===== src/rtl/recs_pkg.sv =====
// Purpose: Shared constants and types of the rotational external clock sampler.
// Assumes: Register port with word indices, 32-bit data, 250 MHz reference clock.
// Notes:   Angles are carried in milli-units (for example milli-degrees).

package recs_pkg;

    // ****************************************************************
    // Widths
    // ****************************************************************
    localparam int unsigned ADDR_W   = 4;
    localparam int unsigned DATA_W   = 32;
    localparam int unsigned SAMPLE_W = 16;
    localparam int unsigned DIV_W    = 16;

    // ****************************************************************
    // Register indices
    // ****************************************************************
    localparam logic [ADDR_W-1:0] REG_CTRL        = 4'h0;
    localparam logic [ADDR_W-1:0] REG_UNIT_SCALE  = 4'h1;
    localparam logic [ADDR_W-1:0] REG_CLOCK_SCALE = 4'h2;
    localparam logic [ADDR_W-1:0] REG_CLOCK_SHIFT = 4'h3;
    localparam logic [ADDR_W-1:0] REG_SKIP_COUNT  = 4'h4;
    localparam logic [ADDR_W-1:0] REG_CLK_DIV     = 4'h5;
    localparam logic [ADDR_W-1:0] REG_SCALE_RES   = 4'h6;
    localparam logic [ADDR_W-1:0] REG_STATUS      = 4'h7;
    localparam logic [ADDR_W-1:0] REG_REF_OFFSET  = 4'h8;
    localparam logic [ADDR_W-1:0] REG_ANGLE       = 4'h9;

    // ****************************************************************
    // Field positions
    // ****************************************************************
    localparam int unsigned CTRL_RUN    = 0;
    localparam int unsigned CTRL_EXT    = 1;
    localparam int unsigned CTRL_REF_EN = 2;
    localparam int unsigned CTRL_QUAL   = 3;
    localparam int unsigned CTRL_W      = 4;
    localparam int unsigned STAT_REF    = 0;
    localparam int unsigned STAT_BUSY   = 1;
    localparam int unsigned STAT_OVR    = 2;

    // ****************************************************************
    // Reset values
    // ****************************************************************
    localparam logic [CTRL_W-1:0] CTRL_RST        = 4'h0;
    localparam logic [DATA_W-1:0] UNIT_SCALE_RST  = 32'h0000_0168;
    localparam logic [DATA_W-1:0] CLOCK_SCALE_RST = 32'h0000_05DC;
    localparam logic [DATA_W-1:0] CLOCK_SHIFT_RST = 32'h0000_0000;
    localparam logic [DIV_W-1:0]  SKIP_RST        = 16'h0001;
    localparam logic [DIV_W-1:0]  CLK_DIV_RST     = 16'h0001;
    localparam logic [DATA_W-1:0] SCALE_RES_RST   = 32'h0000_00F0;
    localparam logic [DATA_W-1:0] MILLI           = 32'h0000_03E8;

    // ****************************************************************
    // Timing
    // ****************************************************************
    localparam int unsigned CLK_PERIOD_PS   = 4000;
    localparam int unsigned EXT_MAX_KSPS    = 2000;
    localparam int unsigned EXT_MIN_GAP_NS  = 1000000 / EXT_MAX_KSPS;
    localparam int unsigned EXT_MIN_GAP_INT =
        (EXT_MIN_GAP_NS * 1000 + CLK_PERIOD_PS - 1) / CLK_PERIOD_PS;
    localparam logic [7:0]  EXT_MIN_GAP_CYC = 8'(EXT_MIN_GAP_INT);
    localparam logic [5:0]  DIV_LAST_STEP   = 6'h1F;

    typedef enum logic [1:0] {
        RECS_DIV_IDLE = 2'b01,
        RECS_DIV_RUN  = 2'b10
    } recs_div_st_t;

    function automatic logic [DIV_W-1:0] at_least_one(input logic [DIV_W-1:0] v);
        at_least_one = (v == 16'h0000) ? 16'h0001 : v;
    endfunction : at_least_one

endpackage : recs_pkg


===== src/rtl/recs_div_if.sv =====
// Purpose: Carries the external clock divider controls and its events.
// Assumes: One clock domain shared by both ends.
// Notes:   Events are one-cycle pulses.

`timescale 1ns/100ps
`default_nettype none

interface recs_div_if;
    logic                     ext_level;
    logic [recs_pkg::DIV_W-1:0] divide_by;
    logic                     restart;
    logic                     edge_seen;
    logic                     store_req;
    logic                     too_fast;

    modport ctl (output ext_level, divide_by, restart,
                 input  edge_seen, store_req, too_fast);
    modport div (input  ext_level, divide_by, restart,
                 output edge_seen, store_req, too_fast);
endinterface : recs_div_if

`default_nettype wire


===== src/rtl/recs_clk_div.sv =====
// Purpose: Detects external clock edges, divides them and checks their spacing.
// Assumes: The external clock level is synchronous to ref_clk.
// Notes:   A divide value of zero acts as one.

`timescale 1ns/100ps
`default_nettype none

module recs_clk_div (
    input  wire logic ref_clk,
    input  wire logic resetn,
    recs_div_if.div   dif
);
    import recs_pkg::*;

    typedef struct packed {
        logic             prev;
        logic [DIV_W-1:0] cnt;
        logic [7:0]       gap;
        logic             edge_seen;
        logic             store_req;
        logic             too_fast;
    } recs_cd_state_t;

    recs_cd_state_t s_reg;
    recs_cd_state_t s_next;
    logic           rise;

    assign rise          = dif.ext_level & ~s_reg.prev;
    assign dif.edge_seen = s_reg.edge_seen;
    assign dif.store_req = s_reg.store_req;
    assign dif.too_fast  = s_reg.too_fast;

    always_comb begin
        s_next           = s_reg;
        s_next.prev      = dif.ext_level;
        s_next.edge_seen = 1'b0;
        s_next.store_req = 1'b0;
        s_next.too_fast  = 1'b0;
        if (s_reg.gap != EXT_MIN_GAP_CYC) begin
            s_next.gap = s_reg.gap + 8'h01;
        end
        if (dif.restart) begin
            s_next.cnt = '0;
            s_next.gap = EXT_MIN_GAP_CYC;
        end else if (rise) begin
            s_next.edge_seen = 1'b1;
            s_next.gap       = 8'h00;
            // Edges faster than the mainframe limit cost samples downstream.
            s_next.too_fast  = (s_reg.gap < EXT_MIN_GAP_CYC);
            // One store request per N edges, never more than one per edge.
            if (s_reg.cnt + 16'h0001 >= at_least_one(dif.divide_by)) begin
                s_next.cnt       = '0;
                s_next.store_req = 1'b1;
            end else begin
                s_next.cnt = s_reg.cnt + 16'h0001;
            end
        end
    end

    always_ff @(posedge ref_clk or negedge resetn) begin
        if (!resetn) begin
            s_reg <= '{prev: 1'b0, cnt: '0, gap: EXT_MIN_GAP_CYC,
                       edge_seen: 1'b0, store_req: 1'b0, too_fast: 1'b0};
        end else begin
            s_reg <= s_next;
        end
    end
endmodule : recs_clk_div

`default_nettype wire


===== src/rtl/recs_sampler.sv =====
// Purpose: Stores converter samples against an external rotational clock with angle tags.
// Assumes: All pins synchronous to ref_clk; converter delivers adc_valid at its top rate.
// Notes:   Angles are in milli-units; the reference re-bases later angles.
//
// How it works
// - Setting the external mode bit makes the external clock, not the converter rate, pace storage.
// - The angle step per pulse is the unit scaling times one thousand divided by the clock scaling.
// - The clock shift is the angle the reference pulse is given.
// - The reference offset is kept readable so earlier samples can be counted back from it.
// - With reference enabled, rising edges of the trigger input establish the zero angle.
// - The Nth accepted reference pulse after start becomes the zero, earlier ones are ignored.
// - In a 720-unit cycle the qualifier picks which of the two pulses per cycle is zero.
// - With the qualifier on, the alarm level is ANDed with the trigger input.
// - With the qualifier on, reference detection is open only while the alarm stands and closes again when it drops.
// - Every Nth external edge requests one stored sample, with N of one by default.
// - At most one sample is stored per external edge.
// - After a request the next converter sample is stored, giving up to one sample of jitter.
// - Edges are accepted below 2 MS/s and edges 500 ns or less apart are flagged as overrun.

`timescale 1ns/100ps
`default_nettype none

module recs_sampler (
    input  wire logic                            ref_clk,
    input  wire logic                            resetn,
    input  wire logic [recs_pkg::ADDR_W-1:0]     reg_addr,
    input  wire logic [recs_pkg::DATA_W-1:0]     reg_wdata,
    input  wire logic                            reg_wr,
    input  wire logic                            reg_rd,
    output logic      [recs_pkg::DATA_W-1:0]     reg_rdata,
    input  wire logic                            ext_clk_in,
    input  wire logic                            ext_trig_in,
    input  wire logic                            alarm_in,
    input  wire logic                            adc_valid,
    input  wire logic [recs_pkg::SAMPLE_W-1:0]   adc_data,
    output logic                                 store_valid,
    output logic      [recs_pkg::SAMPLE_W-1:0]   store_data,
    output logic      [recs_pkg::DATA_W-1:0]     store_angle,
    output logic                                 ref_found
);
    import recs_pkg::*;

    // ****************************************************************
    // State
    // ****************************************************************
    typedef struct packed {
        logic [CTRL_W-1:0]   ctrl;
        logic [DATA_W-1:0]   unit_scale;
        logic [DATA_W-1:0]   clock_scale;
        logic [DATA_W-1:0]   clock_shift;
        logic [DIV_W-1:0]    skip_cfg;
        logic [DIV_W-1:0]    clk_div;
        logic [DATA_W-1:0]   scale_res;
        recs_div_st_t        div_st;
        logic [DATA_W-1:0]   quo;
        logic [DATA_W:0]     rem;
        logic [5:0]          step;
        logic                run_prev;
        logic                trig_prev;
        logic                ref_seen;
        logic [DIV_W-1:0]    skip_seen;
        logic [DATA_W-1:0]   angle_raw;
        logic [DATA_W-1:0]   ref_offset;
        logic                pending;
        logic                overrun;
        logic                store_valid;
        logic [SAMPLE_W-1:0] store_data;
        logic [DATA_W-1:0]   store_angle;
        logic [DATA_W-1:0]   rdata;
    } recs_state_t;

    recs_state_t s_reg;
    recs_state_t s_next;
    logic        restart;
    logic        run_now;
    logic        trig_rise;
    logic        qual_pulse;

    recs_div_if div_if ();

    recs_clk_div u_clk_div (
        .ref_clk (ref_clk),
        .resetn  (resetn),
        .dif     (div_if.div)
    );

    assign restart          = s_reg.ctrl[CTRL_RUN] & ~s_reg.run_prev;
    assign run_now          = s_reg.ctrl[CTRL_RUN] & s_reg.run_prev;
    assign trig_rise        = ext_trig_in & ~s_reg.trig_prev;
    // With the qualifier bit set, the alarm gates the trigger so only the pulse inside the alarm window counts.
    assign qual_pulse       = trig_rise & (~s_reg.ctrl[CTRL_QUAL] | alarm_in);
    assign div_if.ext_level = ext_clk_in;
    assign div_if.divide_by = s_reg.clk_div;
    assign div_if.restart   = restart;

    assign reg_rdata   = s_reg.rdata;
    assign store_valid = s_reg.store_valid;
    assign store_data  = s_reg.store_data;
    assign store_angle = s_reg.store_angle;
    assign ref_found   = s_reg.ref_seen;

    // ****************************************************************
    // Next state
    // ****************************************************************
    always_comb begin
        logic [DATA_W:0] rem_sh;
        rem_sh             = '0;
        s_next             = s_reg;
        s_next.store_valid = 1'b0;
        s_next.rdata       = '0;
        s_next.run_prev    = s_reg.ctrl[CTRL_RUN];
        s_next.trig_prev   = ext_trig_in;

        // Restoring division, one quotient bit per cycle.
        // Bit-serial work keeps the block small; software polls the busy bit until it clears.
        if (s_reg.div_st == RECS_DIV_RUN) begin
            rem_sh     = {s_reg.rem[DATA_W-1:0], s_reg.quo[DATA_W-1]};
            s_next.quo = {s_reg.quo[DATA_W-2:0], 1'b0};
            if (rem_sh >= {1'b0, s_reg.clock_scale}) begin
                rem_sh        = rem_sh - {1'b0, s_reg.clock_scale};
                s_next.quo[0] = 1'b1;
            end
            s_next.rem  = rem_sh;
            s_next.step = s_reg.step + 6'h01;
            if (s_reg.step == DIV_LAST_STEP) begin
                s_next.scale_res = s_next.quo;
                s_next.div_st    = RECS_DIV_IDLE;
            end
        end

        if (reg_wr) begin
            unique case (reg_addr)
                REG_CTRL:        s_next.ctrl        = reg_wdata[CTRL_W-1:0];
                REG_UNIT_SCALE:  s_next.unit_scale  = reg_wdata;
                REG_CLOCK_SCALE: s_next.clock_scale = reg_wdata;
                REG_CLOCK_SHIFT: s_next.clock_shift = reg_wdata;
                REG_SKIP_COUNT:  s_next.skip_cfg    = reg_wdata[DIV_W-1:0];
                REG_CLK_DIV:     s_next.clk_div     = reg_wdata[DIV_W-1:0];
                REG_STATUS: begin
                    if (reg_wdata[STAT_OVR]) begin
                        s_next.overrun = 1'b0;
                    end
                end
                default: ;
            endcase
            if (reg_addr == REG_UNIT_SCALE || reg_addr == REG_CLOCK_SCALE) begin
                s_next.div_st = RECS_DIV_RUN;
                s_next.step   = 6'h00;
                s_next.rem    = '0;
                s_next.quo    = (reg_addr == REG_UNIT_SCALE)
                                ? 32'(reg_wdata * MILLI) : 32'(s_reg.unit_scale * MILLI);
            end
        end

        if (restart) begin
            // Every recording starts from angle zero with no reference.
            s_next.angle_raw  = '0;
            s_next.ref_seen   = 1'b0;
            s_next.skip_seen  = '0;
            s_next.ref_offset = '0;
            s_next.pending    = 1'b0;
        end else if (run_now) begin
            if (div_if.edge_seen) begin
                s_next.angle_raw = s_reg.angle_raw + s_reg.scale_res;
            end
            if (s_reg.ctrl[CTRL_REF_EN] && !s_reg.ref_seen && qual_pulse) begin
                s_next.skip_seen = s_reg.skip_seen + 16'h0001;
                if (s_reg.skip_seen + 16'h0001 >= at_least_one(s_reg.skip_cfg)) begin
                    s_next.ref_seen   = 1'b1;
                    // Raw angle minus offset equals the shift at the reference.
                    s_next.ref_offset = s_reg.angle_raw - s_reg.clock_shift;
                end
            end
            if (s_reg.ctrl[CTRL_EXT]) begin
                // Only a sample taken after the request is stored.
                if (adc_valid && s_reg.pending) begin
                    s_next.store_valid = 1'b1;
                    s_next.pending     = 1'b0;
                end
                if (div_if.store_req) begin
                    // A request still waiting is lost; the source ran too fast.
                    if (s_reg.pending && !adc_valid) begin
                        s_next.overrun = 1'b1;
                    end
                    s_next.pending = 1'b1;
                end
            end else if (adc_valid) begin
                s_next.store_valid = 1'b1;
            end
            if (div_if.too_fast) begin
                s_next.overrun = 1'b1;
            end
        end

        if (s_next.store_valid) begin
            s_next.store_data  = adc_data;
            s_next.store_angle = s_reg.ref_seen ? s_reg.angle_raw - s_reg.ref_offset
                                                : s_reg.angle_raw;
        end

        if (reg_rd) begin
            unique case (reg_addr)
                REG_CTRL:        s_next.rdata = {28'h0000000, s_reg.ctrl};
                REG_UNIT_SCALE:  s_next.rdata = s_reg.unit_scale;
                REG_CLOCK_SCALE: s_next.rdata = s_reg.clock_scale;
                REG_CLOCK_SHIFT: s_next.rdata = s_reg.clock_shift;
                REG_SKIP_COUNT:  s_next.rdata = {16'h0000, s_reg.skip_cfg};
                REG_CLK_DIV:     s_next.rdata = {16'h0000, s_reg.clk_div};
                REG_SCALE_RES:   s_next.rdata = s_reg.scale_res;
                REG_STATUS:      s_next.rdata = {29'h00000000, s_reg.overrun,
                                                 s_reg.div_st == RECS_DIV_RUN, s_reg.ref_seen};
                REG_REF_OFFSET:  s_next.rdata = s_reg.ref_offset;
                REG_ANGLE:       s_next.rdata = s_reg.angle_raw;
                default:         s_next.rdata = '0;
            endcase
        end
    end

    // ****************************************************************
    // Registers
    // ****************************************************************
    always_ff @(posedge ref_clk or negedge resetn) begin
        if (!resetn) begin
            s_reg <= '{ctrl: CTRL_RST, unit_scale: UNIT_SCALE_RST,
                       clock_scale: CLOCK_SCALE_RST, clock_shift: CLOCK_SHIFT_RST,
                       skip_cfg: SKIP_RST, clk_div: CLK_DIV_RST,
                       scale_res: SCALE_RES_RST, div_st: RECS_DIV_IDLE,
                       quo: '0, rem: '0, step: '0, run_prev: 1'b0, trig_prev: 1'b0,
                       ref_seen: 1'b0, skip_seen: '0, angle_raw: '0, ref_offset: '0,
                       pending: 1'b0, overrun: 1'b0, store_valid: 1'b0,
                       store_data: '0, store_angle: '0, rdata: '0};
        end else begin
            s_reg <= s_next;
        end
    end
endmodule : recs_sampler

`default_nettype wire


===== config.mk =====
export PLATFORM = sky130hd
export DESIGN_NAME = recs_sampler
export DESIGN_NICKNAME = d
export VERILOG_FILES = /design/src/rtl/recs_pkg.sv /design/src/rtl/recs_div_if.sv /design/src/rtl/recs_clk_div.sv /design/src/rtl/recs_sampler.sv
export SDC_FILE = /design/constraint.sdc
export NUM_CORES = 2
export LEC_CHECK = 0
export BUFFER_PORTS_ARGS = -buffer_cell sky130_fd_sc_hd__buf_2
export CORE_UTILIZATION = 30
export CTS_CLUSTER_DIAMETER = 200
export DETAILED_ROUTE_END_ITERATION = 12
export PLACE_DENSITY_LB_ADDON = 0.08
export SLEW_MARGIN = 10
export SYNTH_ARGS = -nofsm -noshare
export SYNTH_HDL_FRONTEND = slang
export SYNTH_SLANG_ARGS = --single-unit

===== constraint.sdc =====
create_clock -name ref_clk -period 11.5 [get_ports ref_clk]
set_input_delay 1.15 -clock ref_clk [delete_from_list [all_inputs] [get_ports ref_clk]]
set_output_delay 1.15 -clock ref_clk [all_outputs]
set_load 0.03 [all_outputs]

* Word level (Yosys, flattened, before mapping)
Index checks and enable logic that the tools add are counted.
Widths: inputs -> output; s select.
** Operators by class
- $lt $le $gt $ge :: 4
- Bitwise logic cells :: 10
- Mux-type cells :: 37
- Multiply operators :: 2
- Add/sub/neg operators :: 8
- Reductions and logical operators :: 29
- Eq/ne operators :: 12
** Operator list (number)
- $pmux 32 s10 :: 1
- $mux 73 :: 3
- $mux 32 :: 6
- $mux 84 :: 1
- $mux 82 :: 1
- $mul 32x7->29 const B :: 2
- $sub 32x32->32 :: 2
- $mux 16 :: 3
- $ge 33x32->1 :: 1
- $mux 33 :: 1
- $sub 33x32->33 :: 1
- $add 16x1->16 const B :: 2
- $add 32x32->32 :: 1
- $ge 16x16->1 :: 2
- $logic_not 16->1 :: 2
- $mux 27 :: 1
- $mux 24 :: 1
- $reduce_and 2->1 :: 9
- $mux 17 :: 1
- $eq 4x3->1 const B :: 4
- $mux 1 :: 12
- $reduce_bool 2->1 :: 6
- $add 8x1->8 const B :: 1
- $eq 4x2->1 const B :: 2
- other kinds (19) :: 36
** Storage, ports and cells
- Bits of input ports :: 60
- Word-level logic and storage cells :: 131
- Register bits :: 431
- Output and inout bits :: 82

* Logic depth before layout (Yosys ltp)
- Depth in word-level cells :: 9
- Mapped depth :: 18
- Mapped depth without buffers :: 17

* Hierarchy
From an unflattened synthesis, not the netlist that was laid out.
** Second synthesis, totals
- Cells, all modules :: 3713
- Area total of the unflattened synthesis :: 34096.5 µm²
** Modules (own cells, without submodules)
- recs_sampler :: instances 1, seq. area each 10082.2 µm², area each 32224.7 µm², cells an instance 3528
- recs_clk_div :: instances 1, seq. area each 708.2 µm², area each 1871.8 µm², cells an instance 185

* Worst setup path before layout
Ideal clock, no wire load.
- Path kind :: input-to-reg
- From :: input reg_wdata[5] in the netlist's numbering
- To :: register s_reg[236] in the netlist's numbering
- Arrival time :: 5.473 ns
- Setup slack :: 5.903 ns
- Library setup time :: 0.124 ns
- Data required time :: 11.376 ns
- Cell stages on the path :: 17
- Buffers on the path :: 0
- Cells stage by stage :: inv_1 -> fa_1 -> fa_1 -> fa_1 -> fa_1 -> inv_1 -> ha_1 -> a211oi_1 -> o211ai_1 -> nand3_1 -> o211ai_1 -> o2bb2ai_1 -> o41a_1 -> a221oi_2 -> xnor2_1 -> o221ai_1 -> a211o_1
** RTL lines
- start: declaration :: line recs_sampler.sv:27 : input wire logic [recs_pkg::DATA_W-1:0] reg_wdata,
- end signal: assignment :: line recs_sampler.sv:224 : s_reg <= '{ctrl: CTRL_RST, unit_scale: UNIT_SCALE_RST,
- end signal: assignment :: line recs_sampler.sv:233 : s_reg <= s_next;
- end: declaration :: line recs_sampler.sv:72 : recs_state_t s_reg;

==> load_flow_metrics.sql <==
INSERT INTO impl_metrics (metric_group, metric, value, unit) VALUES
('route', 'final_wirelength', '114900', 'µm'),
('global_routing', 'grt_start_max_net_pins', '142', ''),
('synth', 'synth-adder-area-share', '0.2107', ''),
('outcome', 'run_status', 'finished with violations', ''),
('critical_path', 'cp_top_family', 'adder cells', ''),
('sta', 'hold_viol_final', '0', ''),
('critical_path', 'critical_path.startpoint_type', 'input port', ''),
('global_routing', 'globalRouteOverflowTotal', '0', ''),
('critical_path', 'launching_point_of_the_worst_reg2reg_path', 's_reg[373]$_DFFE_PN1P_', ''),
('power', 'p_per_area', '347.8', 'mW/mm²'),
('place', 'routabilityCongestion', '0.8478', ''),
('place', 'area_after_detailed_placement', '0.03580', 'mm²'),
('synth', 'postSynth.topFlopCell', 'sky130_fd_sc_hd__dfrtp_1', ''),
('layout', 'layout.cell_area.non_filler', '0.03808', 'mm²'),
('critical_path', 'worst_path_max_delay_cell', 'sky130_fd_sc_hd__fa_1', ''),
('synth', 'synth.mux.area_fraction', '0.02032', ''),
('critical_path', 'timing.critical_path.to_type', 'flip-flop', ''),
('sta', 'drv_slew', '0', ''),
('critical_path', 'data_arrival_time_of_the_critical_path', '6260', 'ps'),
('route', 'detail_route.vias_per_cell', '5.018', ''),
('floorplan', 'die_h', '338.6', 'µm'),
('critical_path', 'critical_path.max_fanout', '8', ''),
('synth', 'yosysWarningCount', '0', ''),
('route', 'drt_pre_antenna_iters', '11', ''),
('critical_path', 'critical_path_cell_by_cell', 'buf_2 > inv_1 > fa_1 > fa_1 > fa_1 > fa_1 > inv_1 > ha_1 > a211oi_1 > o211ai_1 > nand3_1 > o211ai_1 > o2bb2ai_1 > o41a_1 > a221oi_2 > xnor2_1 > o221ai_1 > a211o_1', ''),
('job', 'maxCapViolCount', '0', ''),
('critical_path', 'r2r-end', 's_reg[235]$_DFF_PN0_', ''),
('critical_path', 'worstPathRequired', '12040', 'ps'),
('synth', 'ys_types', '84', ''),
('critical_path', 'crit_start', 'reg_wdata[2]', ''),
('route', 'antenna_violating_nets_post_route', '0', ''),
('sta', 'rsz0062_at_grt', 'no', ''),
('synth', 'synth-compound-area-share', '0.1944', ''),
('worst_hold_path', 'worst_hold_path_type', 'input port to asynchronous set/reset pin', ''),
('sta', 'report.final.setup_viol', '0', ''),
('floorplan', 'fp.dieArea', '0.1147', 'mm²'),
('cts', 'clockBufferDepth', '3', ''),
('cts', 'h-tree-depth', '2', ''),
('place', 'number_of_buffer_cells_added_on_primary_ports', '141', ''),
('global_routing', 'antenna_found_initial', '14', ''),
('cts', 'cts_resized', '0', ''),
('synth', 'synth_simple_gate_area_frac', '0.1230', ''),
('synth', 'synth.ff_latch_count', '430', ''),
('cts', 'cts_inserted_buffers', '58', ''),
('sta', 'timing.final.crit_period', '5724', 'ps'),
('layout', 'layout-drive-gt1-share', '0.1011', ''),
('synth', 'synth_cell_area', '0.03400', 'mm²'),
('synth', 'netlist_instances', '3773', ''),
('route', 'drt-initial-drc-count', '1886', ''),
('cts', 'post_cts_buffers', '0', ''),
('sta', 'timing.setup.tns', '0', 'ps'),
('synth', 'synthesized_netlist_net_count', '4294', ''),
('cts', 'clk_pin_slew', '60', 'ps'),
('synth', 'post_synth_xor_area_fraction', '0.04972', ''),
('layout', 'final_net_count', '4309', ''),
('critical_path', 'critical_path.n_buffers_inverters', '3', ''),
('place', 'place_ws', '5111', 'ps'),
('outcome', 'failed_checks', 'design-rule violations', ''),
('critical_path', 'critical_path_class', 'input port to flip-flop', ''),
('synth', 'edff_count_synth', '0', ''),
('cts', 'clock_latency', '700', 'ps'),
('sta', 'timing.final.ws_setup', '5776', 'ps'),
('synth', 'sequential_share_of_the_synthesized_area', '0.3174', ''),
('cts', 'clockRootBuffer', 'sky130_fd_sc_hd__clkbuf_16', ''),
('route', 'drc', '4', ''),
('floorplan', 'start_util', '0.3026', ''),
('cts', 'numClockSinks', '430', ''),
('sta', 'hold_slack', '466.5', 'ps'),
('global_routing', 'grt_pass1_wl', '175100', 'µm'),
('critical_path', 'reg2regPathDepth', '17', ''),
('cts', 'clock_tree_from_tritoncts', 'done', '');
[placed cells by master (no fill, tap or decap), types with 11 or more instances in the layout]
| master | instances |
|---|---|
| sky130_fd_sc_hd__fa_1 | 186 |
| sky130_fd_sc_hd__nor2b_1 | 19 |
| sky130_fd_sc_hd__bufinv_16 | 16 |
| sky130_fd_sc_hd__ha_1 | 275 |
| sky130_fd_sc_hd__a22o_1 | 37 |
| sky130_fd_sc_hd__dfrtp_1 | 406 |
| sky130_fd_sc_hd__nor3_1 | 47 |
| sky130_fd_sc_hd__and3_1 | 47 |
| sky130_fd_sc_hd__a31oi_1 | 52 |
| sky130_fd_sc_hd__nand2b_1 | 39 |
| sky130_fd_sc_hd__nor2_1 | 147 |
| sky130_fd_sc_hd__xnor2_1 | 108 |
| sky130_fd_sc_hd__a211oi_1 | 53 |
| sky130_fd_sc_hd__nor4_1 | 13 |
| sky130_fd_sc_hd__nor3b_1 | 11 |
| sky130_fd_sc_hd__a21oi_1 | 220 |
| sky130_fd_sc_hd__inv_1 | 457 |
| sky130_fd_sc_hd__o21ai_0 | 306 |
| sky130_fd_sc_hd__o211ai_1 | 15 |
| sky130_fd_sc_hd__buf_2 | 140 |
| sky130_fd_sc_hd__o31ai_1 | 15 |
| sky130_fd_sc_hd__nand4_1 | 21 |
| sky130_fd_sc_hd__mux2i_1 | 24 |
| sky130_fd_sc_hd__o21a_1 | 31 |
| sky130_fd_sc_hd__and2_1 | 13 |
| sky130_fd_sc_hd__nand3_1 | 59 |
| sky130_fd_sc_hd__dfstp_2 | 24 |
| sky130_fd_sc_hd__xor2_1 | 85 |
| sky130_fd_sc_hd__buf_4 | 36 |
| sky130_fd_sc_hd__a21o_1 | 93 |
| sky130_fd_sc_hd__o21bai_1 | 12 |
| sky130_fd_sc_hd__mux2_2 | 40 |
| sky130_fd_sc_hd__a221oi_1 | 17 |
| sky130_fd_sc_hd__nand2_1 | 464 |
| sky130_fd_sc_hd__clkbuf_16 | 59 |
| sky130_fd_sc_hd__a222oi_1 | 49 |
[worst max path at each step]
stage                                end  slack [ps]
CTS                 s_reg[236]$_DFF_PN0_        5790
finish              s_reg[236]$_DFF_PN0_        5780
detailed placement  s_reg[236]$_DFF_PN0_        5110
global placement    s_reg[236]$_DFF_PN0_        5130
global route        s_reg[236]$_DFF_PN0_        5470
floorplan           s_reg[236]$_DFF_PN0_        5900
[synth_stat cells, drive strengths merged (60+ instances only)]
| cell type | number | area (µm²) |
|---|---|---|
| nor2 | 150 | 563.0 |
| clkbuf | 127 | 478.0 |
| fa | 186 | 3724 |
| a21oi | 221 | 1110 |
| o21ai | 319 | 1604 |
| buf | 96 | 676.9 |
| a21o | 93 | 698.2 |
| inv | 457 | 1715 |
| xor2 | 85 | 744.5 |
| ha | 275 | 3441 |
| nand2 | 466 | 1749 |
| nand3 | 60 | 305.3 |
| xnor2 | 108 | 945.9 |
| dfrtp | 406 | 10160 |
[where the power goes]
group	switching, W	total [W]	internal (W)
clock network	0.000799	0.00216	0.00137
registers	0.000486	0.00239	0.00190
logic	0.00501	0.00869	0.00368
total	0.00629	0.0132	0.00695
[cell families after synthesis]
| group | Yosys count |
|---|---|
| multiplexers | 64 |
| AND/OR/NAND/NOR | 928 |
| flip-flops | 430 |
| AO/OA/AOI/OAI | 1017 |
| adder cells (fa/ha/maj) | 461 |
| XOR/XNOR | 193 |
| buffers and inverters | 680 |
[metrics by stage]
step                power (W)  cells
floorplan            0.009042   3773
global placement      0.01116   5228
detailed placement    0.01115   5228
CTS                   0.01341   5338
global route          0.01463   5339
finish                0.01324   5340
[routing by layer]
metal  wire (µm)  part of all wire  track usage  vias to the layer above
li1            -                 -            -                    13030
met1       57850              0.50       0.3013                    13050
met2       48990              0.43       0.2970                      600
met3        6086             0.053      0.03460                      109
met4        1889             0.016      0.03742                       10
met5          52           0.00045            0                        -
[final cells by class]
class                      instances  area (µm²)
inverter                         457        1715
fill                           11840       74270
antenna                            2       5.005
sequential                       430       10790
clock buffer                      75        1637
timing repair buffer             178        1006
clock inverter                    35       636.9
tap                             1500        1877
multi-input combinational       2663       20410
Power figures use the tool's default switching activity.
